===== src/verilog/sdr_cfg.svh =====
// Purpose: Offsets, field positions, reset values and codes of the
//          delta-sigma result and control block.
// Assumes: Byte-wide registers reached through the I2C slave only.
// Notes:   Definitions only.
`ifndef SDR_CFG_SVH
`define SDR_CFG_SVH

// Register offsets
`define SDR_OFS_CTRL0 8'h01
`define SDR_OFS_CTRL1 8'h02
`define SDR_OFS_RES_LO 8'h04
`define SDR_OFS_RES_MID 8'h05
`define SDR_OFS_RES_HI 8'h06
`define SDR_OFS_DAC_LO 8'h07
`define SDR_OFS_DAC_HI 8'h08
`define SDR_OFS_CLKSEL 8'h09

// Control register 0 fields
`define SDR_C0_OFF 7
`define SDR_C0_SLP 6
`define SDR_C0_RST 5
`define SDR_C0_REFERENCE_SOURCE_SELECT 4
`define SDR_C0_OSR_MSB 3
`define SDR_C0_OSR_LSB 0
`define SDR_C0_RESET 8'hE0

// Control register 1 fields
`define SDR_C1_FILTER_DIVIDE_RATIO_FIELD_MSB 7
`define SDR_C1_FILTER_DIVIDE_RATIO_FIELD_LSB 5
`define SDR_C1_VRBUFN 4
`define SDR_C1_VRBUFP 3
`define SDR_C1_HOLD 2
`define SDR_C1_EOC 1
`define SDR_C1_RESET 8'h00

// Clock select
`define SDR_CLKSEL_W 5
`define SDR_CLKSEL_RESET 5'h00

// Result codes
`define SDR_CODE_MAX 24'h7FFFFF
`define SDR_CODE_MIN 24'h800000

// Fixed 7-bit slave address, 0xD0 with the direction bit
`define SDR_I2C_ADDR 7'h68

`endif


===== src/verilog/sdr_pkg.sv =====
// Purpose: Types shared by the result/control block and its I2C slave.
// Assumes: Constants live in sdr_cfg.svh.
// Notes:   One-hot state codes.
package sdr_pkg;

    typedef enum logic [3:0] {
        SDR_MODE_PD = 4'h1,
        SDR_MODE_SLP = 4'h2,
        SDR_MODE_RST = 4'h4,
        SDR_MODE_RUN = 4'h8
    } sdr_mode_t;

    typedef enum logic [5:0] {
        SDR_SL_IDLE = 6'h01,
        SDR_SL_ADDR = 6'h02,
        SDR_SL_ACK = 6'h04,
        SDR_SL_RX = 6'h08,
        SDR_SL_TX = 6'h10,
        SDR_SL_MACK = 6'h20
    } sdr_i2c_st_t;

    typedef struct packed {
        logic stb;
        logic [7:0] addr;
        logic [7:0] data;
    } sdr_wr_t;

    typedef struct packed {
        logic bandgap_en;
        logic pga_en;
        logic mod_en;
        logic sinc_en;
        logic sinc_rst;
    } sdr_anlg_t;

    typedef struct packed {
        logic [3:0] osr_sel;
        logic [2:0] filter_divide_ratio_field_sel;
        logic [4:0] clk_div_sel;
        logic ref_sel;
        logic vrbuf_n;
        logic vrbuf_p;
    } sdr_conv_set_t;

endpackage : sdr_pkg


===== src/verilog/sdr_i2c_slave.sv =====
// Purpose: Byte-level I2C slave with register pointer, read and write.
// Assumes: Pins already synchronous to core_clk.
// Notes:   Drives only the data line; clock line is input only.
`timescale 1ns/100ps
`default_nettype none
`include "sdr_cfg.svh"
module sdr_i2c_slave (
    // Clock and reset
    input wire logic core_clk,
    input wire logic rst,
    // Bus pins
    input wire logic scl_in,
    input wire logic sda_in,
    output logic sda_oe,
    // Register access
    output sdr_pkg::sdr_wr_t wr,
    output logic [7:0] rd_ptr,
    input wire logic [7:0] rd_data
);
    import sdr_pkg::*;

    sdr_i2c_st_t st_q, st_d;
    logic scl_q, sda_q, scl_p_q, sda_p_q;
    logic [3:0] cnt_q, cnt_d;
    logic [7:0] sh_q, sh_d, ptr_q, ptr_d;
    logic rw_q, rw_d, first_q, first_d, ack_q, ack_d, oe_q, oe_d;
    sdr_wr_t wr_q, wr_d;
    logic start, stop, rise, fall;

    // Bus conditions from the master
    assign start = scl_q & scl_p_q & sda_p_q & ~sda_q;
    assign stop = scl_q & scl_p_q & ~sda_p_q & sda_q;
    assign rise = scl_q & ~scl_p_q;
    assign fall = ~scl_q & scl_p_q;

    always_comb begin
        st_d = st_q;
        cnt_d = cnt_q;
        sh_d = sh_q;
        ptr_d = ptr_q;
        rw_d = rw_q;
        first_d = first_q;
        ack_d = ack_q;
        oe_d = oe_q;
        wr_d = '0;
        if (start) begin
            st_d = SDR_SL_ADDR;
            cnt_d = 4'h0;
            oe_d = 1'b0;
        end else if (stop) begin
            st_d = SDR_SL_IDLE;
            oe_d = 1'b0;
        end else begin
            unique case (st_q)
                SDR_SL_IDLE: begin
                    oe_d = 1'b0;
                end
                SDR_SL_ADDR, SDR_SL_RX: begin
                    if (rise) begin
                        sh_d = {sh_q[6:0], sda_q};
                        cnt_d = cnt_q + 4'h1;
                    end else if (fall && cnt_q == 4'h8) begin
                        if (st_q == SDR_SL_ADDR) begin
                            if (sh_q[7:1] == `SDR_I2C_ADDR) begin
                                oe_d = 1'b1;
                                rw_d = sh_q[0];
                                first_d = 1'b1;
                                st_d = SDR_SL_ACK;
                            end else begin
                                st_d = SDR_SL_IDLE;
                            end
                        end else begin
                            oe_d = 1'b1;
                            st_d = SDR_SL_ACK;
                            first_d = 1'b0;
                            if (first_q) begin
                                ptr_d = sh_q;
                            end else begin
                                wr_d.stb = 1'b1;
                                wr_d.addr = ptr_q;
                                wr_d.data = sh_q;
                                ptr_d = ptr_q + 8'h01;
                            end
                        end
                    end
                end
                SDR_SL_ACK: begin
                    if (fall) begin
                        cnt_d = 4'h0;
                        if (rw_q) begin
                            sh_d = rd_data;
                            oe_d = ~rd_data[7];
                            st_d = SDR_SL_TX;
                        end else begin
                            oe_d = 1'b0;
                            st_d = SDR_SL_RX;
                        end
                    end
                end
                SDR_SL_TX: begin
                    if (rise) begin
                        cnt_d = cnt_q + 4'h1;
                    end else if (fall) begin
                        if (cnt_q == 4'h8) begin
                            oe_d = 1'b0;
                            ptr_d = ptr_q + 8'h01;
                            st_d = SDR_SL_MACK;
                        end else begin
                            sh_d = {sh_q[6:0], 1'b0};
                            oe_d = ~sh_q[6];
                        end
                    end
                end
                SDR_SL_MACK: begin
                    if (rise) begin
                        ack_d = ~sda_q;
                    end else if (fall) begin
                        cnt_d = 4'h0;
                        if (ack_q) begin
                            sh_d = rd_data;
                            oe_d = ~rd_data[7];
                            st_d = SDR_SL_TX;
                        end else begin
                            st_d = SDR_SL_IDLE;
                        end
                    end
                end
            endcase
        end
    end

    always_ff @(posedge core_clk or posedge rst) begin
        if (rst) begin
            st_q <= SDR_SL_IDLE;
            scl_q <= 1'b1;
            sda_q <= 1'b1;
            scl_p_q <= 1'b1;
            sda_p_q <= 1'b1;
            cnt_q <= 4'h0;
            sh_q <= 8'h00;
            ptr_q <= 8'h00;
            rw_q <= 1'b0;
            first_q <= 1'b0;
            ack_q <= 1'b0;
            oe_q <= 1'b0;
            wr_q <= '0;
        end else begin
            st_q <= st_d;
            scl_q <= scl_in;
            sda_q <= sda_in;
            scl_p_q <= scl_q;
            sda_p_q <= sda_q;
            cnt_q <= cnt_d;
            sh_q <= sh_d;
            ptr_q <= ptr_d;
            rw_q <= rw_d;
            first_q <= first_d;
            ack_q <= ack_d;
            oe_q <= oe_d;
            wr_q <= wr_d;
        end
    end

    // Data line only; the clock line is never driven
    assign sda_oe = oe_q;
    assign wr = wr_q;
    assign rd_ptr = ptr_q;

endmodule : sdr_i2c_slave
`default_nettype wire


===== src/verilog/sdr_adc_ctrl.sv =====
// Purpose: Control, result and DAC register logic of a 24-bit
//          delta-sigma converter, reached over an I2C slave.
// Assumes: Raw filter samples arrive as signed words with a valid strobe.
// Notes:   Result registers, DAC pair and controls live here.
`timescale 1ns/100ps
`default_nettype none
`include "sdr_cfg.svh"
module sdr_adc_ctrl #(
    parameter int RAW_W = 28
) (
    // Clock and reset
    input wire logic core_clk,
    input wire logic rst,
    // I2C pins
    input wire logic scl_in,
    input wire logic sda_in,
    output logic sda_out,
    output logic sda_oe,
    // Filter samples
    input wire logic [RAW_W-1:0] sample_in,
    input wire logic sample_valid,
    // Converter controls
    output sdr_pkg::sdr_anlg_t anlg_en,
    output sdr_pkg::sdr_conv_set_t conv_set,
    output sdr_pkg::sdr_mode_t conv_mode,
    output logic conv_done,
    // DAC value
    output logic [15:0] dac_value
);
    import sdr_pkg::*;

    // Slave link
    sdr_wr_t wr;
    logic [7:0] rd_ptr;
    logic [7:0] rd_data;
    logic sda_oe_i;

    // Control state
    logic [7:0] ctrl0_q, ctrl0_d;
    logic [7:0] ctrl1_q, ctrl1_d;
    logic [`SDR_CLKSEL_W-1:0] clksel_q, clksel_d;
    logic eoc_q, eoc_d;

    // Result state
    logic [23:0] result_q, result_d;
    logic take_sample;

    // DAC state
    logic [7:0] dal_shadow_q, dal_shadow_d;
    logic [7:0] dal_q, dal_d;
    logic [7:0] dah_q, dah_d;

    // Converter outputs
    sdr_mode_t mode_q, mode_d;
    sdr_anlg_t anlg_q, anlg_d;
    sdr_conv_set_t set_q, set_d;
    logic sda_oe_q;

    sdr_i2c_slave u_slave (
        .core_clk(core_clk),
        .rst(rst),
        .scl_in(scl_in),
        .sda_in(sda_in),
        .sda_oe(sda_oe_i),
        .wr(wr),
        .rd_ptr(rd_ptr),
        .rd_data(rd_data)
    );

    // Clamp a raw filter word to the 24-bit code range
    function automatic logic [23:0] saturate(input logic [RAW_W-1:0] raw);
        logic over;
        over = (raw[RAW_W-1:23] != {(RAW_W - 23){1'b0}}) &&
               (raw[RAW_W-1:23] != {(RAW_W - 23){1'b1}});
        if (!over) begin
            saturate = raw[23:0];
        end else if (raw[RAW_W-1]) begin
            saturate = `SDR_CODE_MIN;
        end else begin
            saturate = `SDR_CODE_MAX;
        end
    endfunction : saturate

    // Register writes from the bus
    always_comb begin
        ctrl0_d = ctrl0_q;
        ctrl1_d = ctrl1_q;
        clksel_d = clksel_q;
        if (wr.stb) begin
            unique case (wr.addr)
                `SDR_OFS_CTRL0: begin
                    ctrl0_d = wr.data;
                end
                `SDR_OFS_CTRL1: begin
                    ctrl1_d = wr.data;
                end
                `SDR_OFS_CLKSEL: begin
                    clksel_d = wr.data[`SDR_CLKSEL_W-1:0];
                end
                default: begin
                    ctrl0_d = ctrl0_q;
                end
            endcase
        end
        ctrl1_d[`SDR_C1_EOC] = 1'b0;
        ctrl1_d[0] = 1'b0;
    end

    always_ff @(posedge core_clk or posedge rst) begin
        if (rst) begin
            ctrl0_q <= `SDR_C0_RESET;
            ctrl1_q <= `SDR_C1_RESET;
            clksel_q <= `SDR_CLKSEL_RESET;
        end else begin
            ctrl0_q <= ctrl0_d;
            ctrl1_q <= ctrl1_d;
            clksel_q <= clksel_d;
        end
    end

    // DAC pair: low byte waits in the shadow until the high byte lands
    always_comb begin
        dal_shadow_d = dal_shadow_q;
        dal_d = dal_q;
        dah_d = dah_q;
        if (wr.stb && wr.addr == `SDR_OFS_DAC_LO) begin
            dal_shadow_d = wr.data;
        end
        if (wr.stb && wr.addr == `SDR_OFS_DAC_HI) begin
            dah_d = wr.data;
            dal_d = dal_shadow_q;
        end
    end

    always_ff @(posedge core_clk or posedge rst) begin
        if (rst) begin
            dal_shadow_q <= 8'h00;
            dal_q <= 8'h00;
            dah_q <= 8'h00;
        end else begin
            dal_shadow_q <= dal_shadow_d;
            dal_q <= dal_d;
            dah_q <= dah_d;
        end
    end

    // Samples count only in run mode and while not held
    assign take_sample = sample_valid && (mode_q == SDR_MODE_RUN) &&
                         !ctrl1_q[`SDR_C1_HOLD];

    // Result capture: all three bytes from one sample
    always_comb begin
        result_d = result_q;
        if (take_sample) begin
            result_d = saturate(sample_in);
        end
    end

    always_ff @(posedge core_clk or posedge rst) begin
        if (rst) begin
            result_q <= 24'h000000;
        end else begin
            result_q <= result_d;
        end
    end

    // Completion flag: a sample in the clearing cycle wins
    always_comb begin
        eoc_d = eoc_q;
        if (wr.stb && wr.addr == `SDR_OFS_CTRL1 &&
            !wr.data[`SDR_C1_EOC]) begin
            eoc_d = 1'b0;
        end
        if (take_sample) begin
            eoc_d = 1'b1;
        end
    end

    always_ff @(posedge core_clk or posedge rst) begin
        if (rst) begin
            eoc_q <= 1'b0;
        end else begin
            eoc_q <= eoc_d;
        end
    end

    // Operating mode from power-down, sleep and reset bits
    always_comb begin
        if (ctrl0_q[`SDR_C0_OFF]) begin
            mode_d = SDR_MODE_PD;
        end else if (ctrl0_q[`SDR_C0_SLP]) begin
            mode_d = SDR_MODE_SLP;
        end else if (ctrl0_q[`SDR_C0_RST]) begin
            mode_d = SDR_MODE_RST;
        end else begin
            mode_d = SDR_MODE_RUN;
        end
        anlg_d = '0;
        unique case (mode_d)
            SDR_MODE_PD: begin
                anlg_d = '0;
            end
            SDR_MODE_SLP: begin
                anlg_d.bandgap_en = 1'b1;
                anlg_d.pga_en = 1'b1;
                anlg_d.sinc_en = 1'b1;
            end
            SDR_MODE_RST: begin
                anlg_d.bandgap_en = 1'b1;
                anlg_d.pga_en = 1'b1;
                anlg_d.mod_en = 1'b1;
                anlg_d.sinc_en = 1'b1;
                anlg_d.sinc_rst = 1'b1;
            end
            SDR_MODE_RUN: begin
                anlg_d.bandgap_en = 1'b1;
                anlg_d.pga_en = 1'b1;
                anlg_d.mod_en = 1'b1;
                anlg_d.sinc_en = 1'b1;
            end
        endcase
    end

    // Mode and analog enables move together
    always_ff @(posedge core_clk or posedge rst) begin
        if (rst) begin
            mode_q <= SDR_MODE_PD;
            anlg_q <= '0;
        end else begin
            mode_q <= mode_d;
            anlg_q <= anlg_d;
        end
    end

    // Converter settings; reference buffers forced off in power down
    always_comb begin
        set_d.osr_sel = ctrl0_q[`SDR_C0_OSR_MSB:`SDR_C0_OSR_LSB];
        set_d.filter_divide_ratio_field_sel = ctrl1_q[`SDR_C1_FILTER_DIVIDE_RATIO_FIELD_MSB:`SDR_C1_FILTER_DIVIDE_RATIO_FIELD_LSB];
        set_d.clk_div_sel = clksel_q;
        set_d.ref_sel = ctrl0_q[`SDR_C0_REFERENCE_SOURCE_SELECT];
        set_d.vrbuf_n = ctrl1_q[`SDR_C1_VRBUFN] & ~ctrl0_q[`SDR_C0_OFF];
        set_d.vrbuf_p = ctrl1_q[`SDR_C1_VRBUFP] & ~ctrl0_q[`SDR_C0_OFF];
    end

    always_ff @(posedge core_clk or posedge rst) begin
        if (rst) begin
            set_q <= '0;
        end else begin
            set_q <= set_d;
        end
    end

    // Data line enable, one flop after the slave
    always_ff @(posedge core_clk or posedge rst) begin
        if (rst) begin
            sda_oe_q <= 1'b0;
        end else begin
            sda_oe_q <= sda_oe_i;
        end
    end

    // Register read data for slave transmit
    always_comb begin
        unique case (rd_ptr)
            `SDR_OFS_CTRL0: begin
                rd_data = ctrl0_q;
            end
            `SDR_OFS_CTRL1: begin
                rd_data = {ctrl1_q[7:2], eoc_q, 1'b0};
            end
            `SDR_OFS_RES_LO: begin
                rd_data = result_q[7:0];
            end
            `SDR_OFS_RES_MID: begin
                rd_data = result_q[15:8];
            end
            `SDR_OFS_RES_HI: begin
                rd_data = result_q[23:16];
            end
            `SDR_OFS_DAC_LO: begin
                rd_data = dal_q;
            end
            `SDR_OFS_DAC_HI: begin
                rd_data = dah_q;
            end
            `SDR_OFS_CLKSEL: begin
                rd_data = {{(8 - `SDR_CLKSEL_W){1'b0}}, clksel_q};
            end
            default: begin
                rd_data = 8'h00;
            end
        endcase
    end

    // Outputs
    assign sda_out = 1'b0;
    assign sda_oe = sda_oe_q;
    assign anlg_en = anlg_q;
    assign conv_set = set_q;
    assign conv_mode = mode_q;
    assign conv_done = eoc_q;
    assign dac_value = {dah_q, dal_q};

endmodule : sdr_adc_ctrl
`default_nettype wire


===== config.mk =====
export PLATFORM = sky130hd
export DESIGN_NAME = sdr_adc_ctrl
export DESIGN_NICKNAME = d
export VERILOG_FILES = /design/src/verilog/sdr_pkg.sv /design/src/verilog/sdr_i2c_slave.sv /design/src/verilog/sdr_adc_ctrl.sv
export VERILOG_INCLUDE_DIRS = /design/src /design/src/verilog
export SDC_FILE = /design/constraint.sdc
export NUM_CORES = 1
export LEC_CHECK = 0
export ABC_CLOCK_PERIOD_IN_PS = 6200
export BUFFER_PORTS_ARGS = -buffer_cell sky130_fd_sc_hd__buf_2
export CORE_MARGIN = 8
export CORE_UTILIZATION = 58
export DETAILED_ROUTE_END_ITERATION = 16
export PLACE_DENSITY_LB_ADDON = 0.05
export REMOVE_ABC_BUFFERS = 1
export SKIP_LAST_GASP = 1
export SYNTH_ARGS = -nofsm -noshare
export SYNTH_HDL_FRONTEND = slang
export SYNTH_SLANG_ARGS = --single-unit

===== constraint.sdc =====
create_clock -name core_clk -period 6.2 [get_ports core_clk]
set_input_delay 1.24 -clock core_clk [delete_from_list [all_inputs] [get_ports core_clk]]
set_output_delay 1.24 -clock core_clk [all_outputs]
set_load 0.03 [all_outputs]

=== Word level (Yosys, flattened, before mapping) ===
Cells that the tools add are included.

* Output and inout bits: 43
* Logic and storage cells: 216
* Register bits after elaboration: 144
* Input port bits: 33

* Reduce and logical (&&, ||, !) cells: 31
* Bitwise gates (word level): 19
* Eq/ne operators: 54
* Add/subtract/negate cells: 2
* Mux-type cells: 74

{| class="wikitable"
|+ Operators with widths
! cell !! number
|-
| 2-to-1 mux 8 bit || 16
|-
| 2-to-1 mux 17 bit || 7
|-
| one-hot mux 8 bit (8 select lines) || 1
|-
| 2-to-1 mux 6 bit || 10
|-
| 2-to-1 mux 24 bit || 2
|-
| == test 8 x 3 -> 1 bit (second input constant) || 5
|-
| == test 8 x 4 -> 1 bit (second input constant) || 4
|-
| 2-to-1 mux 4 bit || 8
|-
| one-hot mux 8 bit (4 select lines) || 1
|-
| AND reduction 9 bit || 3
|-
| inequality test 4 x 1 -> 1 bit (second input constant) || 6
|-
| one-hot mux 6 bit (4 select lines) || 1
|-
| 2-to-1 mux 1 bit || 19
|-
| inequality test 2 x 1 -> 1 bit (second input constant) || 9
|-
| == test 8 x 1 -> 1 bit (second input constant) || 2
|-
| == test 8 x 2 -> 1 bit (second input constant) || 2
|-
| one-hot mux 8 bit (2 select lines) || 1
|-
| == test 4 bit (second input constant) || 3
|-
| inequality test 2 bit (second input constant) || 6
|-
| inequality test 4 x 2 -> 1 bit (second input constant) || 3
|-
| one-hot mux 4 bit (3 select lines) || 1
|-
| AND reduction 12 bit || 1
|-
| 2-to-1 mux 5 bit || 2
|-
| inverter 1 bit || 10
|-
| other kinds (33) || 57
|}

=== Longest topological paths before layout ===
Gate-level depths: netlist (run 1).

* Depth in word-level cells: 9
* Depth in mapped cells: 9
* Depth with buffers taken out: 7

=== Modules after synthesis ===
A second synthesis (run 1) with hierarchy kept.

* Cells, all modules: 573
* Area, all modules: 6652.6 um^2

{| class="wikitable"
|+ By module, submodules not included
! module !! cells each !! sequential area each (um^2) !! instances !! area an instance (um^2)
|-
| sdr_adc_ctrl || 312 || 2282.2 || 1 || 3951.3
|-
| sdr_i2c_slave || 261 || 1282.5 || 1 || 2701.3
|}

=== Least setup slack after synthesis (run 1) ===
OpenSTA, ideal clock, no wires.

* Path kind: input to register
* Start: input port sample_in[27]
* End: register result_q[0]
* Path buffers: 1
* Arrival: 2.560 ns
* Library setup time: 0.135 ns
* Path slack: 3.506 ns
* Required time: 6.065 ns
* Cell stages on the path: 6
* Path through: or4_1 -> mux2i_1 -> nor2_1 -> clkbuf_1 -> a21oi_1 -> o21ai_0

* Longest elaborated chain between the ends: 3
* Elaborated cells between the ends (all ways): 5
* Those cells by class: 1 x eq/ne; 2 x mux; 2 x reduce/logical

{| class="wikitable"
|+ RTL lines
! what !! line !! RTL
|-
| start: declaration || sdr_adc_ctrl.sv:20 || <nowiki>input wire logic [RAW_W-1:0] sample_in,</nowiki>
|-
| inequality test 5 bit / nonzero test 5 bit (equally long branches) || sdr_adc_ctrl.sv:74, sdr_adc_ctrl.sv:73 ||
|-
| logical AND 1 bit || sdr_adc_ctrl.sv:73 || <nowiki>over = (raw[RAW_W-1:23] != {(RAW_W - 23){1'b0}}) &&</nowiki>
|-
| 2-to-1 mux 24 bit (*) || sdr_adc_ctrl.sv:75 || <nowiki>if (!over) begin</nowiki>
|-
| end signal: assignment || sdr_adc_ctrl.sv:163 || <nowiki>result_q <= result_d;</nowiki>
|-
| end: declaration || sdr_adc_ctrl.sv:45 || <nowiki>logic [23:0] result_q, result_d;</nowiki>
|}

Every way passes the cells marked *; elsewhere a longest branch is shown, timed or not.
A chain may end at the register's enable or synchronous reset.

=== Worst setup path after layout (run 1) ===
* Start: register u_slave.st_q[4]
* End: register u_slave.ptr_q[2], in the netlist u_slave.rd_ptr[2]

* Longest elaborated chain between the ends: 4
* Elaborated cells between the ends (all ways): 13
* Those cells by class: 9 x eq/ne; 1 x mux; 3 x reduce/logical

{| class="wikitable"
|+ RTL lines
! what !! line !! RTL
|-
| start: declaration || sdr_i2c_slave.sv:22 || <nowiki>sdr_i2c_st_t st_q, st_d;</nowiki>
|-
| start signal: assignment || sdr_i2c_slave.sv:148 || <nowiki>st_q <= st_d;</nowiki>
|-
| == test 6 x 4 -> 1 bit / == test 6 x 2 -> 1 bit (equally long branches) || sdr_i2c_slave.sv:54, sdr_i2c_slave.sv:63 ||
|-
| OR reduction 2 bit || sdr_i2c_slave.sv:54 || <nowiki>unique case (st_q)</nowiki>
|-
| inequality test 2 bit (no source line) (tied with other cells) || n/a ||
|-
| AND reduction 9 bit (no source line) || n/a ||
|-
| end signal: assignment || sdr_i2c_slave.sv:155 || <nowiki>ptr_q <= ptr_d;</nowiki>
|-
| end: declaration || sdr_i2c_slave.sv:25 || <nowiki>logic [7:0] sh_q, sh_d, ptr_q, ptr_d;</nowiki>
|}

Several ways; a longest one is shown, not always the timed one.

==> results.yml, run 1 <==
outcome:
  status: "finished clean"
clock_tree:
  hold_buffers: 0
  cts_buffers: 17
  cts_max_path_buffers: 2
  htree_levels: 4
  clockRootBuffer: "clkbuf_8"
  cts_tree: "done"
  clk_pin_slew_ns: 0.06
  cts_resized: 0
  clock_sinks: 142
  cts_setup_buffers: 0
  insertion_delay_ns: 0.52
power:
  power_frac_comb: 0.053
  swShare: 0.2397
  ir_worst_vdd_mv: 0.1770
  p_leak_nw: 3.473
  switchingPower_mw: 0.4875
  seqPwrFrac: 0.487
  intPower_mw: 1.547
  clkPwrFrac: 0.460
  p_per_area_nw_per_um2: 272.8
cells_and_area:
  drive_gt1_frac: 0.2748
  final_nets: 692
  n_antenna_cell: 0
  syn_to_final_growth_pct: 14.91
  final_cell_count_no_fill: 806
  fillers: 822
worst_setup_path:
  crit_path_frequent_cell: "o21ai_0"
  start_kind: "register"
  worstPathArrival_ns: 3.27
  worstPathMaxFanout: 14
  path_class: "reg2reg"
  crit_chain: "o21ai_0, o211ai_1, nor3_1, o21ai_0, a22oi_1"
  crit_required_ns: 6.63
  max_stage_delay_ns: 1.10
  end_kind: "register"
  critPathSlowestCell: "nor3_1"
floorplanning:
  core-area_sq_um: 10890
  die_w_microns: 121.8
  ioPinCount: 76
  die_area_sq_um: 14830
  rows: 38
  start_util: 0.5960
  dieHeight_microns: 121.8
synth:
  synthCells: 592
  synth.distinct_cells: 62
  yosys.cell_count.top_type: "dfrtp_1"
  ys_seq_elements: 142
  synthArstFlopShare: 1.000
  synth_edf_count: 0
  synth_area_leader_cell: "dfrtp_1"
  synth_commonest_cells: "133 x dfrtp_1, 55 x mux2_2, 54 x nand2_1, 49 x o21ai_0, 48 x a21oi_1"
  syn_avg_cell_area_sq_um: 10.96
  seq_area_frac_synth: 0.5494
  syn_area_sq_um: 6489
  yosysTopAreaCellShare: 0.5129
  synth_area_leaders: "dfrtp_1 51%, mux2_2 9.5%, o21ai_0 3.8%, a21oi_1 3.7%, dfstp_2 3.6%"
  synth-main-ff-cell: "dfrtp_1"
  yosys_warnings: 0
sta:
  post-route-period-util: 0.4574
  slew_headroom: 0.1333
  fmax_ghz: 0.3526
  rsz0062_at_grt: "false"
  clock_skew_ns: 0.008962
  drv_slew: 0
  tns_ns: 0
  tightest_slew_ns: 1.290
  setup_viol: 0
  period_minus_slack_ns: 2.836
  hold_viol: 0
placed_design:
  placed_cells: 774
  dp.final_hpwl_microns: 10310
  gp_congestion: 0.9338
  port_buffers: 74
global_route:
  grt_pass1_vias: 4823
  grt_first_pass_wirelength_microns: 24980
  grt_max_degree: 84
  antenna_found_initial: 0
  overflow: 0
  grt_usage: 0.2162
routing:
  drc: 0
  routed_wl_microns: 15360
  drt-vias-per-instance: 6.057
  drt-initial-drc-count: 501
  post_drt_wl_per_cell_microns: 19.06
  ant_nets: 0
  vias: 4882
  drt_pass1_iterations: 5
hold_path:
  hp-class: "reg2reg"
run:
  max_cap_violations: 0
## routing by layer
metal  part of all wire  GRT usage  up-vias
met3              0.066    0.05877       18
met4             0.0096    0.06168        0
met2               0.47     0.3345      163
met5                  0          0        -
met1               0.46     0.2939     2426
li1                   -          -     2275
## worst paths after layout
check | startpoint | end | slack [ns] | cells after the start
max reg2reg | u_slave.st_q[4] | u_slave.rd_ptr[2] | 3.36 | 5
min reg2reg | ctrl1_q[5] | conv_set[8] | 0.40 | 0
min in group asynchronous | rst | result_q[6] | 0.84 | 2
min | ctrl1_q[5] | conv_set[8] | 0.40 | 0
max in group asynchronous | rst | u_slave.wr[2] | 4.10 | 3
max | u_slave.st_q[4] | u_slave.rd_ptr[2] | 3.36 | 5
## critical path, delay by kind of cell (launching register included)
family          cells  cell delay (ns)
simple gates        1             1.10
compound gates      4             1.09
flops               1             0.56
## cell usage in the layout, fill, tap and decap left out, types with 6 or more instances in the layout
cell / netlist / layout
mux2i_1: 6 / 6
nand3_1: 21 / 21
clkbuf_16: 0 / 16
nor2b_1: 9 / 9
dfrtp_1: 133 / 133
a22oi_1: 20 / 20
a21oi_1: 48 / 48
and3_1: 6 / 6
nor2_1: 13 / 13
and2_1: 20 / 20
a31oi_1: 6 / 6
nor3_1: 9 / 9
o21ai_0: 49 / 49
buf_2: 6 / 74
inv_1: 16 / 15
nand2_1: 54 / 54
mux2_2: 55 / 55
ha_1: 6 / 6
dfstp_2: 9 / 9
## registers in the layout (all words and copies together) (netlist names), 3 cells and up
signal / cells
ctrl1_q: 6
ctrl0_q: 8
u_slave.wr: 17
u_slave.rd_ptr: 8
dal_shadow_q: 8
result_q: 24
u_slave.cnt_q: 4
conv_set: 15
u_slave.sh_q: 8
u_slave.st_q: 6
dal_q: 8
clksel_q: 5
anlg_en: 3
dah_q: 8
conv_mode: 4
## logic make-up after synthesis
kind of cell | share of synthesized area
DFF | 0.5494
xor gates and xnor gates | 0.005400
other | 0.0005779
buffers and inverters | 0.03548
AOI/OAI and AO/OA | 0.1548
muxes | 0.1047
adders and majority gates | 0.01157
and+or+nand+nor | 0.1381
## area by class of cell
| class | instances | area, sq um | area share |
|---|---|---|---|
| inverter | 17 | 68.82 | 0.009230 |
| tap | 140 | 175.2 | 0.02349 |
| timing repair buffer | 79 | 407.9 | 0.05471 |
| multi-input combinational | 396 | 2694 | 0.3613 |
| clock inverter | 12 | 110.1 | 0.01477 |
| clock buffer | 20 | 435.4 | 0.05840 |
| sequential | 142 | 3565 | 0.4781 |
## power groups by stage
stage / registers (mW) / logic, mW / clock network, mW
floorplan: 0.995 / 0.0769 / 0
global placement: 1.00 / 0.104 / 0
detailed placement: 1.01 / 0.109 / 0
CTS: 0.989 / 0.109 / 0.951
global route: 0.994 / 0.125 / 0.985
finish: 0.990 / 0.108 / 0.936
## metrics by stage
stage / hold WS (ns) / instance area, sq um / worst slack [ns] / utilization / total power, mW
finish: 0.4027 / 7456 / 3.364 / 0.6848 / 2.034
global route: 0.4191 / 7456 / 3.149 / 0.6848 / 2.104
global placement: 0.3784 / 6910 / 3.295 / 0.6347 / 1.109
detailed placement: 0.3876 / 6910 / 3.242 / 0.6347 / 1.114
CTS: 0.3998 / 7456 / 3.460 / 0.6848 / 2.049
floorplan: 0.3535 / 6322 / 1.165 / - / 1.072
Note: power is estimated with default switching activity, not from simulation.
==> inputs of run 2 (changes only) <==
--- a/config.mk
+++ b/config.mk
@@ -6,7 +6,7 @@
 export SDC_FILE = /design/constraint.sdc
 export NUM_CORES = 1
 export LEC_CHECK = 0
-export ABC_CLOCK_PERIOD_IN_PS = 6200
+export ABC_CLOCK_PERIOD_IN_PS = 2850
 export BUFFER_PORTS_ARGS = -buffer_cell sky130_fd_sc_hd__buf_2
 export CORE_MARGIN = 8
 export CORE_UTILIZATION = 58
==> constraint.sdc (replaced) <==
create_clock -name core_clk -period 2.85 [get_ports core_clk]
set_input_delay 0.57 -clock core_clk [delete_from_list [all_inputs] [get_ports core_clk]]
set_output_delay 0.57 -clock core_clk [all_outputs]
set_load 0.03 [all_outputs]
==> results.yml, run 2 (synthesized netlist as in run 1, its figures left out) <==
cells_and_area:
  final_nets: 702
  multi_input_area_sq_um: 2694
  seqCellArea_sq_um: 3565
  largest_reg_flops: 24
  final_common_cell: "dfrtp_1"
  final_cell_area_sq_um: 7590
  drive_gt1_frac: 0.2870
  final_cell_mix: "133 x dfrtp_1, 74 x buf_2, 55 x mux2_2, 54 x nand2_1, 49 x o21ai_0"
  top_register: "result_q"
  fin_util: 0.6971
  final_cell_count_no_fill: 816
  syn_to_final_growth_pct: 16.97
  n_antenna_cell: 0
  fillers: 804
floorplanning:
  start_util: 0.5960
  dieHeight_microns: 121.8
  ioPinCount: 76
  die_area_sq_um: 14830
  rows: 38
  die_w_microns: 121.8
  core-area_sq_um: 10890
worst_setup_path:
  end_kind: "register"
  cp_top_family: "simple AND/OR/NAND/NOR gates"
  timing.rr.end: "u_slave.sh_q[1]"
  worstPathArrival_ns: 2.90
  critical_path_depth: 5
  ff2ff_path_depth: 5
  crit_required_ns: 3.26
  critPathSlowestCell: "dfrtp_1"
  crit_start: "u_slave.st_q[1]"
  max_stage_delay_ns: 0.50
  crit_chain: "nor4_4, and3_1, o311ai_1, a211oi_4, mux2_2"
  endpoint: "u_slave.sh_q[1]"
  start_kind: "register"
  path_class: "reg2reg"
  ff2ff_setup_slack_ns: 0.37
  r2r-start: "u_slave.st_q[1]"
  critical_path_buf_inv_count: 0
  worstPathMaxFanout: 9
routing:
  ant_nets: 0
  drt-vias-per-instance: 5.918
  post_drt_wl_per_cell_microns: 19.78
  vias: 4829
  routed_wl_microns: 16140
  drt_pass1_iterations: 4
  drc: 0
  drt-initial-drc-count: 494
power:
  p_leak_nw: 3.545
  swShare: 0.2373
  power.total_mw: 4.563
  power_frac_comb: 0.053
  clkPwrFrac: 0.473
  p_per_area_nw_per_um2: 601.1
  seqPwrFrac: 0.474
  ir_worst_vdd_mv: 0.4823
  intPower_mw: 3.480
  switchingPower_mw: 1.083
hold_path:
  hp-class: "in2async"
run:
  max_cap_violations: 0
clock_tree:
  cts_max_path_buffers: 2
  cts_buffers: 17
  cts_setup_buffers: 0
  hold_buffers: 0
  clk_pin_slew_ns: 0.06
  cts_tree: "done"
  insertion_delay_ns: 0.53
  clock_sinks: 142
  cts_resized: 0
  clockRootBuffer: "clkbuf_8"
  htree_levels: 4
sta:
  setup_viol: 0
  drv_slew: 0
  clock_skew_ns: 0.01070
  hold_viol: 0
  tns_ns: 0
  period_minus_slack_ns: 2.485
  post-route-period-util: 0.8718
  rsz0062_at_grt: "false"
  fmax_ghz: 0.4025
  slew_headroom: 0.4588
  tightest_slew_ns: 0.8117
placed_design:
  dp.final_hpwl_microns: 11520
  placed_area_sq_um: 7010
  placed_cells: 784
  port_buffers: 74
  gp_congestion: 0.8698
global_route:
  grt_usage: 0.2301
  antenna_found_initial: 0
  grt_first_pass_wirelength_microns: 26390
  grt_pass1_vias: 4976
  overflow: 0
  grt_max_degree: 75
outcome:
  status: "finished clean"
-- run 2: cell types whose count changed in the layout (fill, tap and decap cells not counted) --
cell | previous run | this run
buf_4 | 5 | 13
buf_12 | 0 | 2
inv_6 | 5 | 3
bufinv_16 | 1 | 2
clkbuf_1 | 2 | 1
clkbuf_8 | 2 | 3
clkinv_2 | 3 | 2
clkinv_4 | 0 | 1
clkinvlp_4 | 4 | 5
-- run 2: metrics by stage --
stage | hold slack [ns] | worst slack (ns)
finish | 0.1360 | 0.3654
global route | 0.1154 | 0.2396
CTS | 0.1140 | 0.3863
detailed placement | 0.3832 | 0.4061
global placement | 0.3789 | 0.5040
floorplan | 0.3535 | -1.515
-- run 2: cell type report --
class                   instances  area share
inverters                      17    0.009067
repair buffers                 89     0.06693
clock inverters                12     0.01764
clock buffers                  20     0.05869
multi-input cells             396      0.3549
flip-flops and latches        142      0.4697
well taps                     140     0.02308
-- run 2: power by group through the flow --
stage	Combinational (mW)	Sequential, mW	Clock [mW]
after floorplan	0.167	2.17	0
after global placement	0.233	2.19	0
after detailed placement	0.244	2.20	0
after CTS	0.246	2.16	2.19
after global routing	0.282	2.17	2.27
final	0.244	2.16	2.16
-- run 2: worst min path at each step --
stage	start	end	slack (ns)
floorplan	u_slave.sda_oe	sda_oe	0.35
global placement	ctrl1_q[7]	conv_set[10]	0.38
detailed placement	ctrl1_q[7]	conv_set[10]	0.38
CTS	sda_in	u_slave.sda_q	0.11
global route	sda_in	u_slave.sda_q	0.12
finish	rst	result_q[6]	0.14
-- run 2: worst reg2reg max path: stages, from the launching register on --
cell and delay [ns]:
dfrtp_1 0.50, nor4_4 0.45, and3_1 0.39, o311ai_1 0.19
a211oi_4 0.44, mux2_2 0.40
-- run 2: routing by layer --
layer / up-vias / part of all wire / GRT usage
li1: 2278 / - / -
met1: 2392 / 0.47 / 0.3250
met2: 137 / 0.45 / 0.3396
met3: 22 / 0.056 / 0.04905
met4: 0 / 0.018 / 0.09252
met5: - / 0 / 0
